===== src/i2c_slave_defs.svh =====
// constants for the two-wire slave with stall time-out
// assumes inclusion by the slave package users only
`ifndef I2C_SLAVE_DEFS_SVH
`define I2C_SLAVE_DEFS_SVH
`define TOC_EN_BIT 7
`define TOC_FLAG_BIT 6
`define TOC_SEL_MSB 5
`define TOC_RESET_VAL 8'h00
`define TO_LOW_SPEED_INTERNAL_OSC_PER_STEP 32
`define BYTE_BITS 4'h8
`define ACK_BIT_IDX 4'h9
`define SYNC_STAGES 2
`define FIFO_DEPTH 4
`endif


===== src/i2c_slave_pkg.sv =====
// types shared by the two-wire slave and its bench
// assumes defs header compiled alongside
package i2c_slave_pkg;
  typedef enum logic [2:0] {
    ST_IDLE = 3'b000,
    ST_ADDR = 3'b001,
    ST_HOLD = 3'b010,
    ST_RX = 3'b011,
    ST_TX = 3'b100,
    ST_ACK = 3'b101,
    ST_SKIP = 3'b110
  } slave_state_e;
  typedef struct packed {
    logic bus_busy_flag;
    logic address_match_flag;
    logic master_direction_flag;
    logic ack_received_flag;
    logic byte_done_flag;
  } slave_status_s;
  typedef logic [7:0] byte_t;
endpackage : i2c_slave_pkg


===== src/byte_fifo.sv =====
// small ready/valid fifo carrying received bytes
// assumes one clock, synchronous active-high reset
`timescale 1ns/1ps
module byte_fifo #(
  parameter int WIDTH = 8,
  parameter int DEPTH = 4
) (
  input wire logic core_clk,
  input wire logic srst,
  input wire logic in_valid,
  output logic in_ready,
  input wire logic [WIDTH-1:0] in_data,
  output logic out_valid,
  input wire logic out_ready,
  output logic [WIDTH-1:0] out_data
);
  localparam int AW = $clog2(DEPTH);
  logic [WIDTH-1:0] mem_ff [DEPTH];
  logic [AW-1:0] wr_ff;
  logic [AW-1:0] rd_ff;
  logic [AW:0] cnt_ff;
  logic push;
  logic pop;
  assign in_ready = (cnt_ff != DEPTH[AW:0]);
  assign out_valid = (cnt_ff != '0);
  assign push = in_valid && in_ready;
  assign pop = out_valid && out_ready;
  assign out_data = mem_ff[rd_ff];
  always_ff @(posedge core_clk) begin
    if (push) begin
      mem_ff[wr_ff] <= in_data;
    end
  end
  always_ff @(posedge core_clk) begin
    if (srst) begin
      wr_ff <= '0;
      rd_ff <= '0;
      cnt_ff <= '0;
    end else begin
      if (push) begin
        wr_ff <= (wr_ff == AW'(DEPTH - 1)) ? '0 : wr_ff + 1'b1;
      end
      if (pop) begin
        rd_ff <= (rd_ff == AW'(DEPTH - 1)) ? '0 : rd_ff + 1'b1;
      end
      cnt_ff <= cnt_ff + (AW+1)'(push) - (AW+1)'(pop);
    end
  end
endmodule : byte_fifo


===== src/i2c_slave_with_timeout.sv =====
// two-wire bus slave with clock stretching and stall time-out
// assumes open-drain pins resolved outside; low-speed tick from same clock
`timescale 1ns/1ps
`include "i2c_slave_defs.svh"
////////////////////////////////////////////////////////////////////////////////
// Summary of operation
// [RULE_01] start is sda fall while scl high
// [RULE_02] start sets bus busy flag
// [RULE_03] match seven address bits, raise interrupt
// [RULE_04] eighth bit is master direction
// [RULE_05] match drives ack, sets match flag
// [RULE_06] firmware tests match flag in handler
// [RULE_07] hold scl until firmware services data
// [RULE_08] firmware sets transmit select from direction
// [RULE_09] bytes eight bits, msb first
// [RULE_10] receive: drive ack_to_send on ninth clock
// [RULE_11] transmit nack: release sda
// [RULE_12] firmware checks ack flag per byte
// [RULE_13] master stops after address nack
// [RULE_14] timer starts on match, clears on scl fall
// [RULE_15] stall longer than period gives time-out
// [RULE_16] time-out stops, clears enable, sets flag, interrupts
// [RULE_17] time-out resets serial logic and status
// [RULE_18] period (select+1) times 32 oscillator ticks
// [RULE_19] oscillator tick runs free
// [RULE_20] control: enable 7, flag 6, select 5..0
// [RULE_21] ack flag 0 acked, 1 not
// [RULE_22] stop clears bus busy flag
// [RULE_23] pins open-drain, scl held while stretching
module i2c_slave_with_timeout
  import i2c_slave_pkg::*;
#(
  parameter int FIFO_DEPTH = `FIFO_DEPTH
) (
  input wire logic core_clk,
  input wire logic srst,
  input wire logic scl_in,
  output logic scl_out,
  output logic scl_oe,
  input wire logic sda_in,
  output logic sda_out,
  output logic sda_oe,
  input wire logic low_speed_internal_osc_tick,
  input wire logic [6:0] own_address,
  input wire logic slave_transmit_select,
  input wire logic ack_to_send,
  input wire logic [7:0] tx_data,
  input wire logic tx_write,
  input wire logic data_read,
  output byte_t rx_data,
  output logic rx_valid,
  input wire logic toc_write,
  input wire logic [7:0] toc_wdata,
  output logic [7:0] timeout_control_register,
  output slave_status_s status,
  output logic serial_irq_flag
);
  logic [1:0] scl_sy_ff;
  logic [1:0] sda_sy_ff;
  logic scl_d_ff;
  logic sda_d_ff;
  logic [1:0] tick_sy_ff;
  logic tick_d_ff;
  slave_state_e st_ff;
  logic [3:0] bit_ff;
  logic [7:0] sh_ff;
  logic busy_ff, match_ff, dir_ff, ack_received_flag_ff, done_ff, irq_ff;
  logic stretch_ff, sda_low_ff;
  logic to_en_ff, to_flag_ff, to_run_ff;
  logic [5:0] to_sel_ff;
  logic [10:0] to_cnt_ff;
  logic scl_rise, scl_fall, start_det, stop_det, tick, to_hit;
  logic fifo_in_ready, fifo_push;
  logic [11:0] to_limit;
  ////////////////////////////////////////////////////////////////////////////////
  // pin and tick synchronisers
  always_ff @(posedge core_clk) begin
    if (srst) begin
      scl_sy_ff <= 2'h3;
      sda_sy_ff <= 2'h3;
      scl_d_ff <= 1'b1;
      sda_d_ff <= 1'b1;
      tick_sy_ff <= 2'h0;
      tick_d_ff <= 1'b0;
    end else begin
      scl_sy_ff <= {scl_sy_ff[0], scl_in};
      sda_sy_ff <= {sda_sy_ff[0], sda_in};
      scl_d_ff <= scl_sy_ff[1];
      sda_d_ff <= sda_sy_ff[1];
      tick_sy_ff <= {tick_sy_ff[0], low_speed_internal_osc_tick};
      tick_d_ff <= tick_sy_ff[1];
    end
  end
  assign scl_rise = scl_sy_ff[1] && !scl_d_ff;
  assign scl_fall = !scl_sy_ff[1] && scl_d_ff;
  // [RULE_01] start condition detect
  assign start_det = scl_sy_ff[1] && scl_d_ff && sda_d_ff && !sda_sy_ff[1];
  assign stop_det = scl_sy_ff[1] && scl_d_ff && !sda_d_ff && sda_sy_ff[1];
  // [RULE_19] free-running oscillator tick edge
  assign tick = tick_sy_ff[1] && !tick_d_ff;
  ////////////////////////////////////////////////////////////////////////////////
  // bus busy tracking
  always_ff @(posedge core_clk) begin
    if (srst || to_hit) begin
      busy_ff <= 1'b0;
    end else if (start_det) begin
      // [RULE_02] start marks bus busy
      busy_ff <= 1'b1;
    end else if (stop_det) begin
      // [RULE_22] stop frees bus
      busy_ff <= 1'b0;
    end
  end
  ////////////////////////////////////////////////////////////////////////////////
  // bit engine
  always_ff @(posedge core_clk) begin
    if (srst || to_hit) begin
      // [RULE_17] time-out resets serial logic
      st_ff <= ST_IDLE;
      bit_ff <= 4'h0;
      sh_ff <= 8'h00;
      match_ff <= 1'b0;
      dir_ff <= 1'b0;
      ack_received_flag_ff <= 1'b0;
      done_ff <= 1'b0;
      irq_ff <= 1'b0;
      stretch_ff <= 1'b0;
      sda_low_ff <= 1'b0;
    end else if (start_det) begin
      st_ff <= ST_ADDR;
      bit_ff <= 4'h0;
      match_ff <= 1'b0;
      done_ff <= 1'b0;
      sda_low_ff <= 1'b0;
      stretch_ff <= 1'b0;
    end else if (stop_det) begin
      st_ff <= ST_IDLE;
      sda_low_ff <= 1'b0;
      stretch_ff <= 1'b0;
    end else begin
      irq_ff <= 1'b0;
      case (st_ff)
        ST_IDLE, ST_SKIP: begin
          sda_low_ff <= 1'b0;
        end
        ST_ADDR: begin
          if (scl_rise) begin
            // [RULE_09] msb-first shift
            sh_ff <= {sh_ff[6:0], sda_sy_ff[1]};
            bit_ff <= bit_ff + 4'h1;
          end else if (scl_fall && bit_ff == `BYTE_BITS) begin
            // [RULE_03] compare seven address bits
            if (sh_ff[7:1] == own_address) begin
              // [RULE_04] eighth bit is direction
              dir_ff <= sh_ff[0];
              // [RULE_05] ack and flag on match
              match_ff <= 1'b1;
              sda_low_ff <= 1'b1;
              irq_ff <= 1'b1;
              st_ff <= ST_ACK;
              bit_ff <= 4'h0;
            end else begin
              st_ff <= ST_SKIP;
            end
          end
        end
        ST_ACK: begin
          if (scl_fall) begin
            sda_low_ff <= 1'b0;
            // [RULE_07] stretch until data register serviced
            stretch_ff <= 1'b1;
            st_ff <= ST_HOLD;
          end
        end
        ST_HOLD: begin
          if (slave_transmit_select && tx_write) begin
            stretch_ff <= 1'b0;
            match_ff <= 1'b0;
            sh_ff <= tx_data;
            sda_low_ff <= !tx_data[7];
            bit_ff <= 4'h0;
            st_ff <= ST_TX;
          end else if (!slave_transmit_select && data_read && fifo_in_ready) begin
            stretch_ff <= 1'b0;
            match_ff <= 1'b0;
            sda_low_ff <= 1'b0;
            bit_ff <= 4'h0;
            st_ff <= ST_RX;
          end
        end
        ST_RX: begin
          if (scl_rise && bit_ff < `BYTE_BITS) begin
            sh_ff <= {sh_ff[6:0], sda_sy_ff[1]};
            bit_ff <= bit_ff + 4'h1;
          end else if (scl_fall && bit_ff == `BYTE_BITS) begin
            // [RULE_10] ninth clock carries ack_to_send
            sda_low_ff <= !ack_to_send;
            done_ff <= 1'b1;
            irq_ff <= 1'b1;
            bit_ff <= `ACK_BIT_IDX;
          end else if (scl_fall && bit_ff == `ACK_BIT_IDX) begin
            sda_low_ff <= 1'b0;
            stretch_ff <= 1'b1;
            st_ff <= ST_HOLD;
          end
        end
        ST_TX: begin
          if (scl_fall && bit_ff < 4'h7) begin
            sda_low_ff <= !sh_ff[6];
            sh_ff <= {sh_ff[6:0], 1'b0};
            bit_ff <= bit_ff + 4'h1;
          end else if (scl_fall && bit_ff == 4'h7) begin
            sda_low_ff <= 1'b0;
            bit_ff <= `BYTE_BITS;
          end else if (scl_rise && bit_ff == `BYTE_BITS) begin
            // [RULE_21] ack sampled on ninth clock
            ack_received_flag_ff <= sda_sy_ff[1];
            bit_ff <= `ACK_BIT_IDX;
          end else if (scl_fall && bit_ff == `ACK_BIT_IDX) begin
            done_ff <= 1'b1;
            irq_ff <= 1'b1;
            // [RULE_11] release sda after master nack
            if (ack_received_flag_ff) begin
              st_ff <= ST_SKIP;
            end else begin
              stretch_ff <= 1'b1;
              st_ff <= ST_HOLD;
            end
          end
        end
        default: begin
          st_ff <= ST_IDLE;
        end
      endcase
    end
  end
  ////////////////////////////////////////////////////////////////////////////////
  // received byte buffer
  assign fifo_push = (st_ff == ST_RX) && scl_fall && (bit_ff == `BYTE_BITS);
  byte_fifo #(.WIDTH(8), .DEPTH(FIFO_DEPTH)) u_rx_fifo (
    .core_clk(core_clk),
    .srst(srst),
    .in_valid(fifo_push),
    .in_ready(fifo_in_ready),
    .in_data(sh_ff),
    .out_valid(rx_valid),
    .out_ready(data_read),
    .out_data(rx_data)
  );
  ////////////////////////////////////////////////////////////////////////////////
  // time-out control and counter
  // [RULE_18] limit (select+1) times 32 ticks
  // twelve bits so the longest period does not wrap
  assign to_limit = ({6'h00, to_sel_ff} + 12'h001) * 12'(`TO_LOW_SPEED_INTERNAL_OSC_PER_STEP);
  // [RULE_15] stall past period
  assign to_hit = to_run_ff && to_en_ff && tick && ({1'b0, to_cnt_ff} + 12'h001 >= to_limit);
  always_ff @(posedge core_clk) begin
    if (srst) begin
      to_en_ff <= 1'b0;
      to_flag_ff <= 1'b0;
      to_sel_ff <= 6'h00;
    end else if (to_hit) begin
      // [RULE_16] clear enable, set flag
      to_en_ff <= 1'b0;
      to_flag_ff <= 1'b1;
    end else if (toc_write) begin
      // [RULE_20] control field layout
      to_en_ff <= toc_wdata[`TOC_EN_BIT];
      to_flag_ff <= toc_wdata[`TOC_FLAG_BIT];
      to_sel_ff <= toc_wdata[`TOC_SEL_MSB:0];
    end
  end
  always_ff @(posedge core_clk) begin
    if (srst || to_hit) begin
      to_run_ff <= 1'b0;
      to_cnt_ff <= 11'h000;
    end else if (stop_det) begin
      to_run_ff <= 1'b0;
      to_cnt_ff <= 11'h000;
    end else if (st_ff == ST_ADDR && scl_fall && bit_ff == `BYTE_BITS
                 && sh_ff[7:1] == own_address) begin
      // [RULE_14] start on match, clear on scl fall
      to_run_ff <= 1'b1;
      to_cnt_ff <= 11'h000;
    end else if (scl_fall) begin
      to_cnt_ff <= 11'h000;
    end else if (to_run_ff && tick) begin
      to_cnt_ff <= to_cnt_ff + 11'h001;
    end
  end
  assign timeout_control_register = {to_en_ff, to_flag_ff, to_sel_ff};
  ////////////////////////////////////////////////////////////////////////////////
  // outputs
  // [RULE_23] open-drain drive
  assign scl_out = 1'b0;
  assign scl_oe = stretch_ff;
  assign sda_out = 1'b0;
  assign sda_oe = sda_low_ff;
  assign status = '{bus_busy_flag: busy_ff, address_match_flag: match_ff,
                    master_direction_flag: dir_ff, ack_received_flag: ack_received_flag_ff,
                    byte_done_flag: done_ff};
  // [RULE_16] interrupt pulse on time-out too
  always_ff @(posedge core_clk) begin
    if (srst) begin
      serial_irq_flag <= 1'b0;
    end else begin
      serial_irq_flag <= irq_ff || to_hit;
    end
  end
  ////////////////////////////////////////////////////////////////////////////////
  // checks
  chk_start_busy: assert property (@(posedge core_clk) disable iff (srst) // [RULE_02]
    start_det && !to_hit |=> busy_ff) else $error("start did not set busy");
  chk_stop_free: assert property (@(posedge core_clk) disable iff (srst) // [RULE_22]
    stop_det && !start_det |=> !busy_ff) else $error("stop did not clear busy");
  chk_match_ack: assert property (@(posedge core_clk) disable iff (srst) // [RULE_05]
    $rose(match_ff) |-> sda_oe && irq_ff) else $error("match without ack");
  chk_hold_stretch: assert property (@(posedge core_clk) disable iff (srst) // [RULE_07]
    st_ff == ST_HOLD && stretch_ff && !tx_write && !data_read && !stop_det
    && !start_det && !to_hit |=> scl_oe) else $error("scl released early");
  chk_timeout_effect: assert property (@(posedge core_clk) disable iff (srst) // [RULE_16]
    to_hit |=> !to_en_ff && to_flag_ff && serial_irq_flag && st_ff == ST_IDLE)
    else $error("time-out effects missing");
  chk_timeout_reset: assert property (@(posedge core_clk) disable iff (srst) // [RULE_17]
    to_hit |=> !match_ff && !scl_oe && !sda_oe) else $error("serial not reset");
  chk_fall_clears: assert property (@(posedge core_clk) disable iff (srst) // [RULE_14]
    scl_fall && !to_hit |=> to_cnt_ff == 11'h000) else $error("count not cleared");
  chk_limit_value: assert property (@(posedge core_clk) disable iff (srst) // [RULE_18]
    to_limit == (12'(to_sel_ff) + 12'h001) << 5) else $error("bad limit");
  chk_nack_release: assert property (@(posedge core_clk) disable iff (srst) // [RULE_11]
    st_ff == ST_SKIP |-> !sda_oe) else $error("sda held after nack");
  cov_match: cover property (@(posedge core_clk) $rose(match_ff));
  cov_timeout: cover property (@(posedge core_clk) to_hit);
  cov_rx_byte: cover property (@(posedge core_clk) fifo_push);
  cov_tx_nack: cover property (@(posedge core_clk) $rose(ack_received_flag_ff));
endmodule : i2c_slave_with_timeout


===== config.mk =====
export PLATFORM = sky130hd
export DESIGN_NAME = i2c_slave_with_timeout
export DESIGN_NICKNAME = d
export VERILOG_FILES = /design/src/i2c_slave_pkg.sv /design/src/byte_fifo.sv /design/src/i2c_slave_with_timeout.sv
export VERILOG_INCLUDE_DIRS = /design/src /design/src/src
export SDC_FILE = /design/constraint.sdc
export NUM_CORES = 1
export LEC_CHECK = 0
export BUFFER_PORTS_ARGS = -buffer_cell sky130_fd_sc_hd__clkbuf_2
export CAP_MARGIN = 40
export CORE_MARGIN = 2
export CORE_UTILIZATION = 58
export DETAILED_ROUTE_END_ITERATION = 12
export GPL_ROUTABILITY_DRIVEN = 0
export PLACE_DENSITY = 0.9
export SLEW_MARGIN = 20
export SYNTH_ARGS = -nofsm -noshare
export SYNTH_HDL_FRONTEND = slang
export SYNTH_SLANG_ARGS = --single-unit

===== constraint.sdc =====
create_clock -name core_clk -period 3.7 [get_ports core_clk]
set_input_delay 1.11 -clock core_clk [delete_from_list [all_inputs] [get_ports core_clk]]
set_output_delay 1.11 -clock core_clk [all_outputs]
set_load 0.05 [all_outputs]

Yosys cells after proc, flatten, opt, wreduce, memory -nomap -nowiden

Memory sizes are Yosys's and may differ from the RTL's. A register that Yosys moved wholly into a read port is not among the register bits.
Cells that the tools add are included.

Input port bits: 33
Memory bits (writable): 32
Bits in registers: 60
Output and inout bits: 27
Memories: 1

$lt $le $gt $ge: 3
Add/subtract/negate cells: 8
Eq/ne operators: 49
Multiplexer cells: 83
Bitwise logic cells: 7
Reduce and logical (&&, ||, !) cells: 66

Memory list:

| memory           | depth | bits a word | rd ports | clocked after Yosys merged registers in | write ports | line            | source |
|---|---|---|---|---|---|---|---|
| u_rx_fifo.mem_ff | 4     | 8           | 1        | 1                                       | 1           | byte_fifo.sv:18 | `logic [WIDTH-1:0] mem_ff [DEPTH];` |

Operator list:

| operator                | count |
|---|---|
| $ne A4 B4 Y1 const B    | 11 |
| $mux W1                 | 43 |
| $mux W4                 | 10 |
| $mux W3                 | 13 |
| $mux W8                 | 4 |
| $ne A2 B2 Y1 const B    | 16 |
| $pmux W8 S4             | 1 |
| $logic_and A1 B1 Y1     | 28 |
| $reduce_and A12 Y1      | 2 |
| $ne A3 B3 Y1 const B    | 7 |
| $pmux W3 S6             | 1 |
| $reduce_and A6 Y1       | 3 |
| $pmux W4 S4             | 1 |
| $reduce_and A7 Y1       | 2 |
| $add A11 B1 Y12 const B | 1 |
| $ge A12 B12 Y1          | 1 |
| $add A11 B1 Y11 const B | 1 |
| $reduce_and A11 Y1      | 1 |
| $mux W2                 | 5 |
| $eq A3 B3 Y1 const B    | 3 |
| $logic_not A1 Y1        | 9 |
| $reduce_and A9 Y1       | 1 |
| $eq A4 B4 Y1 const B    | 2 |
| $reduce_and A8 Y1       | 1 |
| other kinds (30)        | 49 |

Logic depth before layout (Yosys ltp)

Depth in word-level cells: 10
Depth in mapped cells: 13
Gate-level depth less buffers: 12

Hierarchy

A second synthesis with hierarchy kept.

Cells, all modules: 482
Area, all modules: 4870.9 um^2

Modules (own cells, without submodules):

| module                 | area an instance (um^2) | instances | seq. area each (um^2) | cells an instance |
|---|---|---|---|---|
| i2c_slave_with_timeout | 3231.8                  | 1         | 1061.0                | 391 |
| byte_fifo              | 1639.1                  | 1         | 1141.1                | 91 |

Least setup slack after synthesis

Ideal clock, no wire load.

Path kind: reg-to-reg
Start point: register to_sel_ff[1]
End point: register to_sel_ff[0]
Path buffers: 1
Clock period less this slack: 2.721 ns
Setup slack: 0.979 ns
Arrival time: 2.637 ns
Cell stages (with the launch flop): 11
Cells stage by stage: dfxtp_1 -> ha_1 -> nand3_1 -> xor2_1 -> ha_1 -> o2111ai_1 -> a311oi_1 -> a21bo_1 -> buf_2 -> and2_4 -> o31ai_2

Word-level cells in the longest chain between the ends: 5

Ends and longest elaborated chain:

| element                     | line                          | source |
|---|---|---|
| from (decl)                 | i2c_slave_with_timeout.sv:70  | `logic [5:0] to_sel_ff;` |
| from (signal assigned)      | i2c_slave_with_timeout.sv:270 | `` to_sel_ff <= toc_wdata[`TOC_SEL_MSB:0]; `` |
| $add A6 B1 Y7               | i2c_slave_with_timeout.sv:254 | `` assign to_limit = ({6'h00, to_sel_ff} + 12'h001) * 12'(`TO_LOW_SPEED_INTERNAL_OSC_PER_STEP); `` |
| $ge A12 B12 Y1              | i2c_slave_with_timeout.sv:256 | `assign to_hit = to_run_ff && to_en_ff && tick && ({1'b0, to_cnt_ff} + 12'h001 >= to_limit);` |
| $logic_and A1 B1 Y1         | i2c_slave_with_timeout.sv:256 |  |
| $not A1 Y1 (no line)        | n/a                           |  |
| $reduce_and A2 Y1 (no line) | n/a                           |  |

Every way passes these cells.
A chain may end at the register's enable or synchronous reset.

Worst setup path in the final report

Start point: register to_cnt_ff[0]
End point: register done_ff

Word-level cells in the longest chain between the ends: 5

Ends and longest elaborated chain:

| element                    | line                          | source |
|---|---|---|
| from (decl)                | i2c_slave_with_timeout.sv:71  | `logic [10:0] to_cnt_ff;` |
| from (signal assigned)     | i2c_slave_with_timeout.sv:288 | `to_cnt_ff <= to_cnt_ff + 11'h001;` |
| $add A11 B1 Y12            | i2c_slave_with_timeout.sv:256 |  |
| $ge A12 B12 Y1             | i2c_slave_with_timeout.sv:256 |  |
| $logic_and A1 B1 Y1        | i2c_slave_with_timeout.sv:256 |  |
| $logic_or A1 B1 Y1         | i2c_slave_with_timeout.sv:117 | `if (srst \|\| to_hit) begin` |
| $reduce_or A2 Y1 (no line) | n/a                           |  |
| to (signal assigned)       | i2c_slave_with_timeout.sv:125 | `done_ff <= 1'b0;` |
| to (signal assigned)       | i2c_slave_with_timeout.sv:133 | `done_ff <= 1'b0;` |
| to (signal assigned)       | i2c_slave_with_timeout.sv:198 | `done_ff <= 1'b1;` |
| to (decl)                  | i2c_slave_with_timeout.sv:67  | `logic busy_ff, match_ff, dir_ff, ack_received_flag_ff, done_ff, irq_ff;` |

Every way passes these cells.

==> results.json <==
{
  "status": "finished, final reports clean",
  "die_h_um": 96.8,
  "arrival_ns": 3.30,
  "async_reset_ff_share_pct": 0,
  "num-nets-final": 590,
  "timing.final.ws_setup_ns": 0.657,
  "preCtsSetupSlack_ns": 0.741,
  "hold_buffers": 0,
  "postCtsResizedCells": 0,
  "post-route-period-util_pct": 82.2,
  "die-width_um": 96.8,
  "drc": 0,
  "nFillCells": 628,
  "wl_met1_um": 4520,
  "final_cell_mix": "62 x dfxtp_1, 57 x clkbuf_2, 44 x nor2_1, 32 x edfxtp_1, 29 x a21oi_1",
  "hold_class": "register to register",
  "dr_wl_met2_um": 5500,
  "mappedNetlistArea_mm2": 0.00499,
  "antennaDiodeCount": 0,
  "met3_length_um": 564,
  "cellLeakagePower_nw": 2.09,
  "cts.sinks": 94,
  "max_freq_mhz": 329,
  "worstHoldStart": "sda_sy_ff[0]$_SDFF_PP1_",
  "synth-seq-area-share_pct": 44.1,
  "firstDrtPassIters": 6,
  "slew_headroom_pct": 53.0,
  "hold_path_end": "sda_sy_ff[1]$_SDFF_PP1_",
  "track_usage_pct": 23.5,
  "coreArea_mm2": 0.00830,
  "finalHoldViolCount": 0,
  "rr_worst_depth": 13,
  "ys.flop_type": "dfxtp_1",
  "grt_pass1_vias": 3832,
  "rsz0062_at_grt": "false",
  "drt_first_iter_violations": 331,
  "wl_um": 11000,
  "synth-edff-count": 32,
  "vias": 3921,
  "setup_viol": 0,
  "path_class": "register to register",
  "grt_first_pass_wirelength_um": 18100,
  "clk_pin_slew_worst_paths_ns": 0.10,
  "antenna_left": 0,
  "cts-root-buf": "clkbuf_8",
  "peakVddDrop_v": 0.000272,
  "holdPathStages": 1,
  "port_buffers": 57,
  "drive_above_1_share_pct": 20.1,
  "rr_endpoint": "done_ff$_SDFFE_PP0P_",
  "multi_input_area_mm2": 0.00253,
  "avgSynthCellArea_um2": 10.1,
  "ys.warnings.count": 0,
  "htreeDepth": 3,
  "final-seq-area_mm2": 0.00220,
  "netlist_instances": 493,
  "rows": 33,
  "grt_max_degree": 33,
  "r2r-start": "to_cnt_ff[0]$_SDFFE_PP0P_",
  "cts_inserted_buffers": 9,
  "ys_seq_elements": 94,
  "drv_slew": 0,
  "overflow": 0,
  "startpoint": "to_cnt_ff[0]$_SDFFE_PP0P_",
  "critPathMaxFanout": 17,
  "syn2layout_area_growth_pct": 9.74,
  "setup_tns_ns": 0,
  "dp_hpwl_um": 8100,
  "io_pins": 60,
  "layout_commonest_cell": "dfxtp_1",
  "finClkSkew_ns": 0.0109,
  "worstSkewPairLatency_ns": 0.36,
  "tritoncts": "done",
  "drv_cap": 0,
  "period_minus_slack_ns": 3.04,
  "wire_per_inst_um": 17.0,
  "startpoint_type": "register",
  "required_ns": 3.95,
  "die-area_mm2": 0.00937,
  "viasPerCell": 6.07,
  "tightest_slew_ns": 0.702,
  "p_per_area_mw_per_mm2": 535,
  "top_layer": "met4",
  "clk_path_buf_depth": 2,
  "r2r_slack_ns": 0.66,
  "start_util_pct": 60.2,
  "endpoint_kind": "register",
  "post-cts-setup-buffers": 0,
  "grt_antenna_before_repair": 0,
  "synth.distinct_cells": 72
}
## per-stage QoR
step	hold WS, ns	util, %	power, W	area [um^2]	std cells
3_5_place_dp	0.402	63.5	0.00222	5270	630
2_1_floorplan	0.389	-	0.00201	5000	494
6_report	0.420	66.0	0.00293	5480	646
3_3_place_gp	0.393	63.5	0.00217	5270	630
5_1_grt	0.441	66.0	0.00307	5480	646
4_1_cts	0.425	66.0	0.00294	5480	646
## critical path, stage by stage, from the launching register on
cell       delay [ns]
dfxtp_1          0.43
ha_1             0.25
and3_1           0.25
nand3_1          0.16
nor2_1           0.16
xor2_1           0.20
ha_1             0.22
o2111ai_1        0.11
a311oi_1         0.37
nor2_1           0.09
a21oi_2          0.14
buf_4            0.23
nand2b_1         0.25
nor2_1           0.08
## registers in the layout (all words and copies together) (netlist names), 3 cells and up, named ones only
name / count
u_rx_fifo.mem_ff: 32
to_sel_ff: 6
u_rx_fifo.cnt_ff: 3
bit_ff: 4
to_cnt_ff: 11
st_ff: 3
sh_ff: 8
## layer usage
layer | vias up | GRT usage (%)
li1 | 1867 | -
met1 | 1859 | 28.8
met2 | 152 | 40.5
met3 | 43 | 4.05
met4 | 0 | 10.4
met5 | - | 0
## cells in the mapped netlist, drive strengths merged (9+ instances only)
library cell | instances | area share [%]
a21oi | 32 | 3.4
buf | 26 | 3.4
dfxtp | 62 | 25
edfxtp | 32 | 19
ha | 20 | 5.0
inv | 20 | 1.5
mux2i | 14 | 2.8
nand2 | 29 | 2.3
nand2b | 11 | 1.4
nand3 | 19 | 1.9
nand4b | 9 | 1.6
nor2 | 45 | 3.5
o21ai | 16 | 1.6
xnor2 | 18 | 3.2
xor2 | 12 | 2.1
## cell type report
class | instances | area share, %
flip-flops and latches | 94 | 40.2
repair buffers | 63 | 6.03
inverters | 20 | 1.37
clock buffers | 9 | 2.26
clock inverters | 7 | 1.60
well taps | 105 | 2.40
multi-input cells | 348 | 46.2
## where the power goes
part | total [W] | internal [W] | switching [W] | leakage (nW)
logic | 0.000829 | 0.000324 | 0.000505 | 1.18
clock network | 0.000718 | 0.000329 | 0.000389 | 0.108
registers | 0.00139 | 0.00122 | 0.000168 | 0.799
## how the worst max path moves through the flow
stage / end / slack (ns) / cells past startpoint
3_3_place_gp: scl_oe$_SDFFE_PP0P_ / 0.86 / 13
2_1_floorplan: to_sel_ff[0]$_SDFFE_PP0P_ / 0.98 / 10
4_1_cts: rx_data[5] / 0.66 / 2
6_report: done_ff$_SDFFE_PP0P_ / 0.66 / 13
5_1_grt: done_ff$_SDFFE_PP0P_ / 0.37 / 13
3_5_place_dp: scl_oe$_SDFFE_PP0P_ / 0.74 / 13
## cell families (layout without fill, tap and decap cells)
logic type / Yosys count / after routing / synth area share [%]
other cells: 1 / 2 / 0.0751
flops: 94 / 94 / 44.1
xor+xnor: 30 / 30 / 5.26
simple gates: 176 / 176 / 19.6
compound gates: 95 / 95 / 13.4
fa+ha+maj: 22 / 22 / 5.61
buf+inv: 52 / 99 / 5.31
mux: 23 / 23 / 6.64
Note: power is estimated with default switching activity, not from simulation.
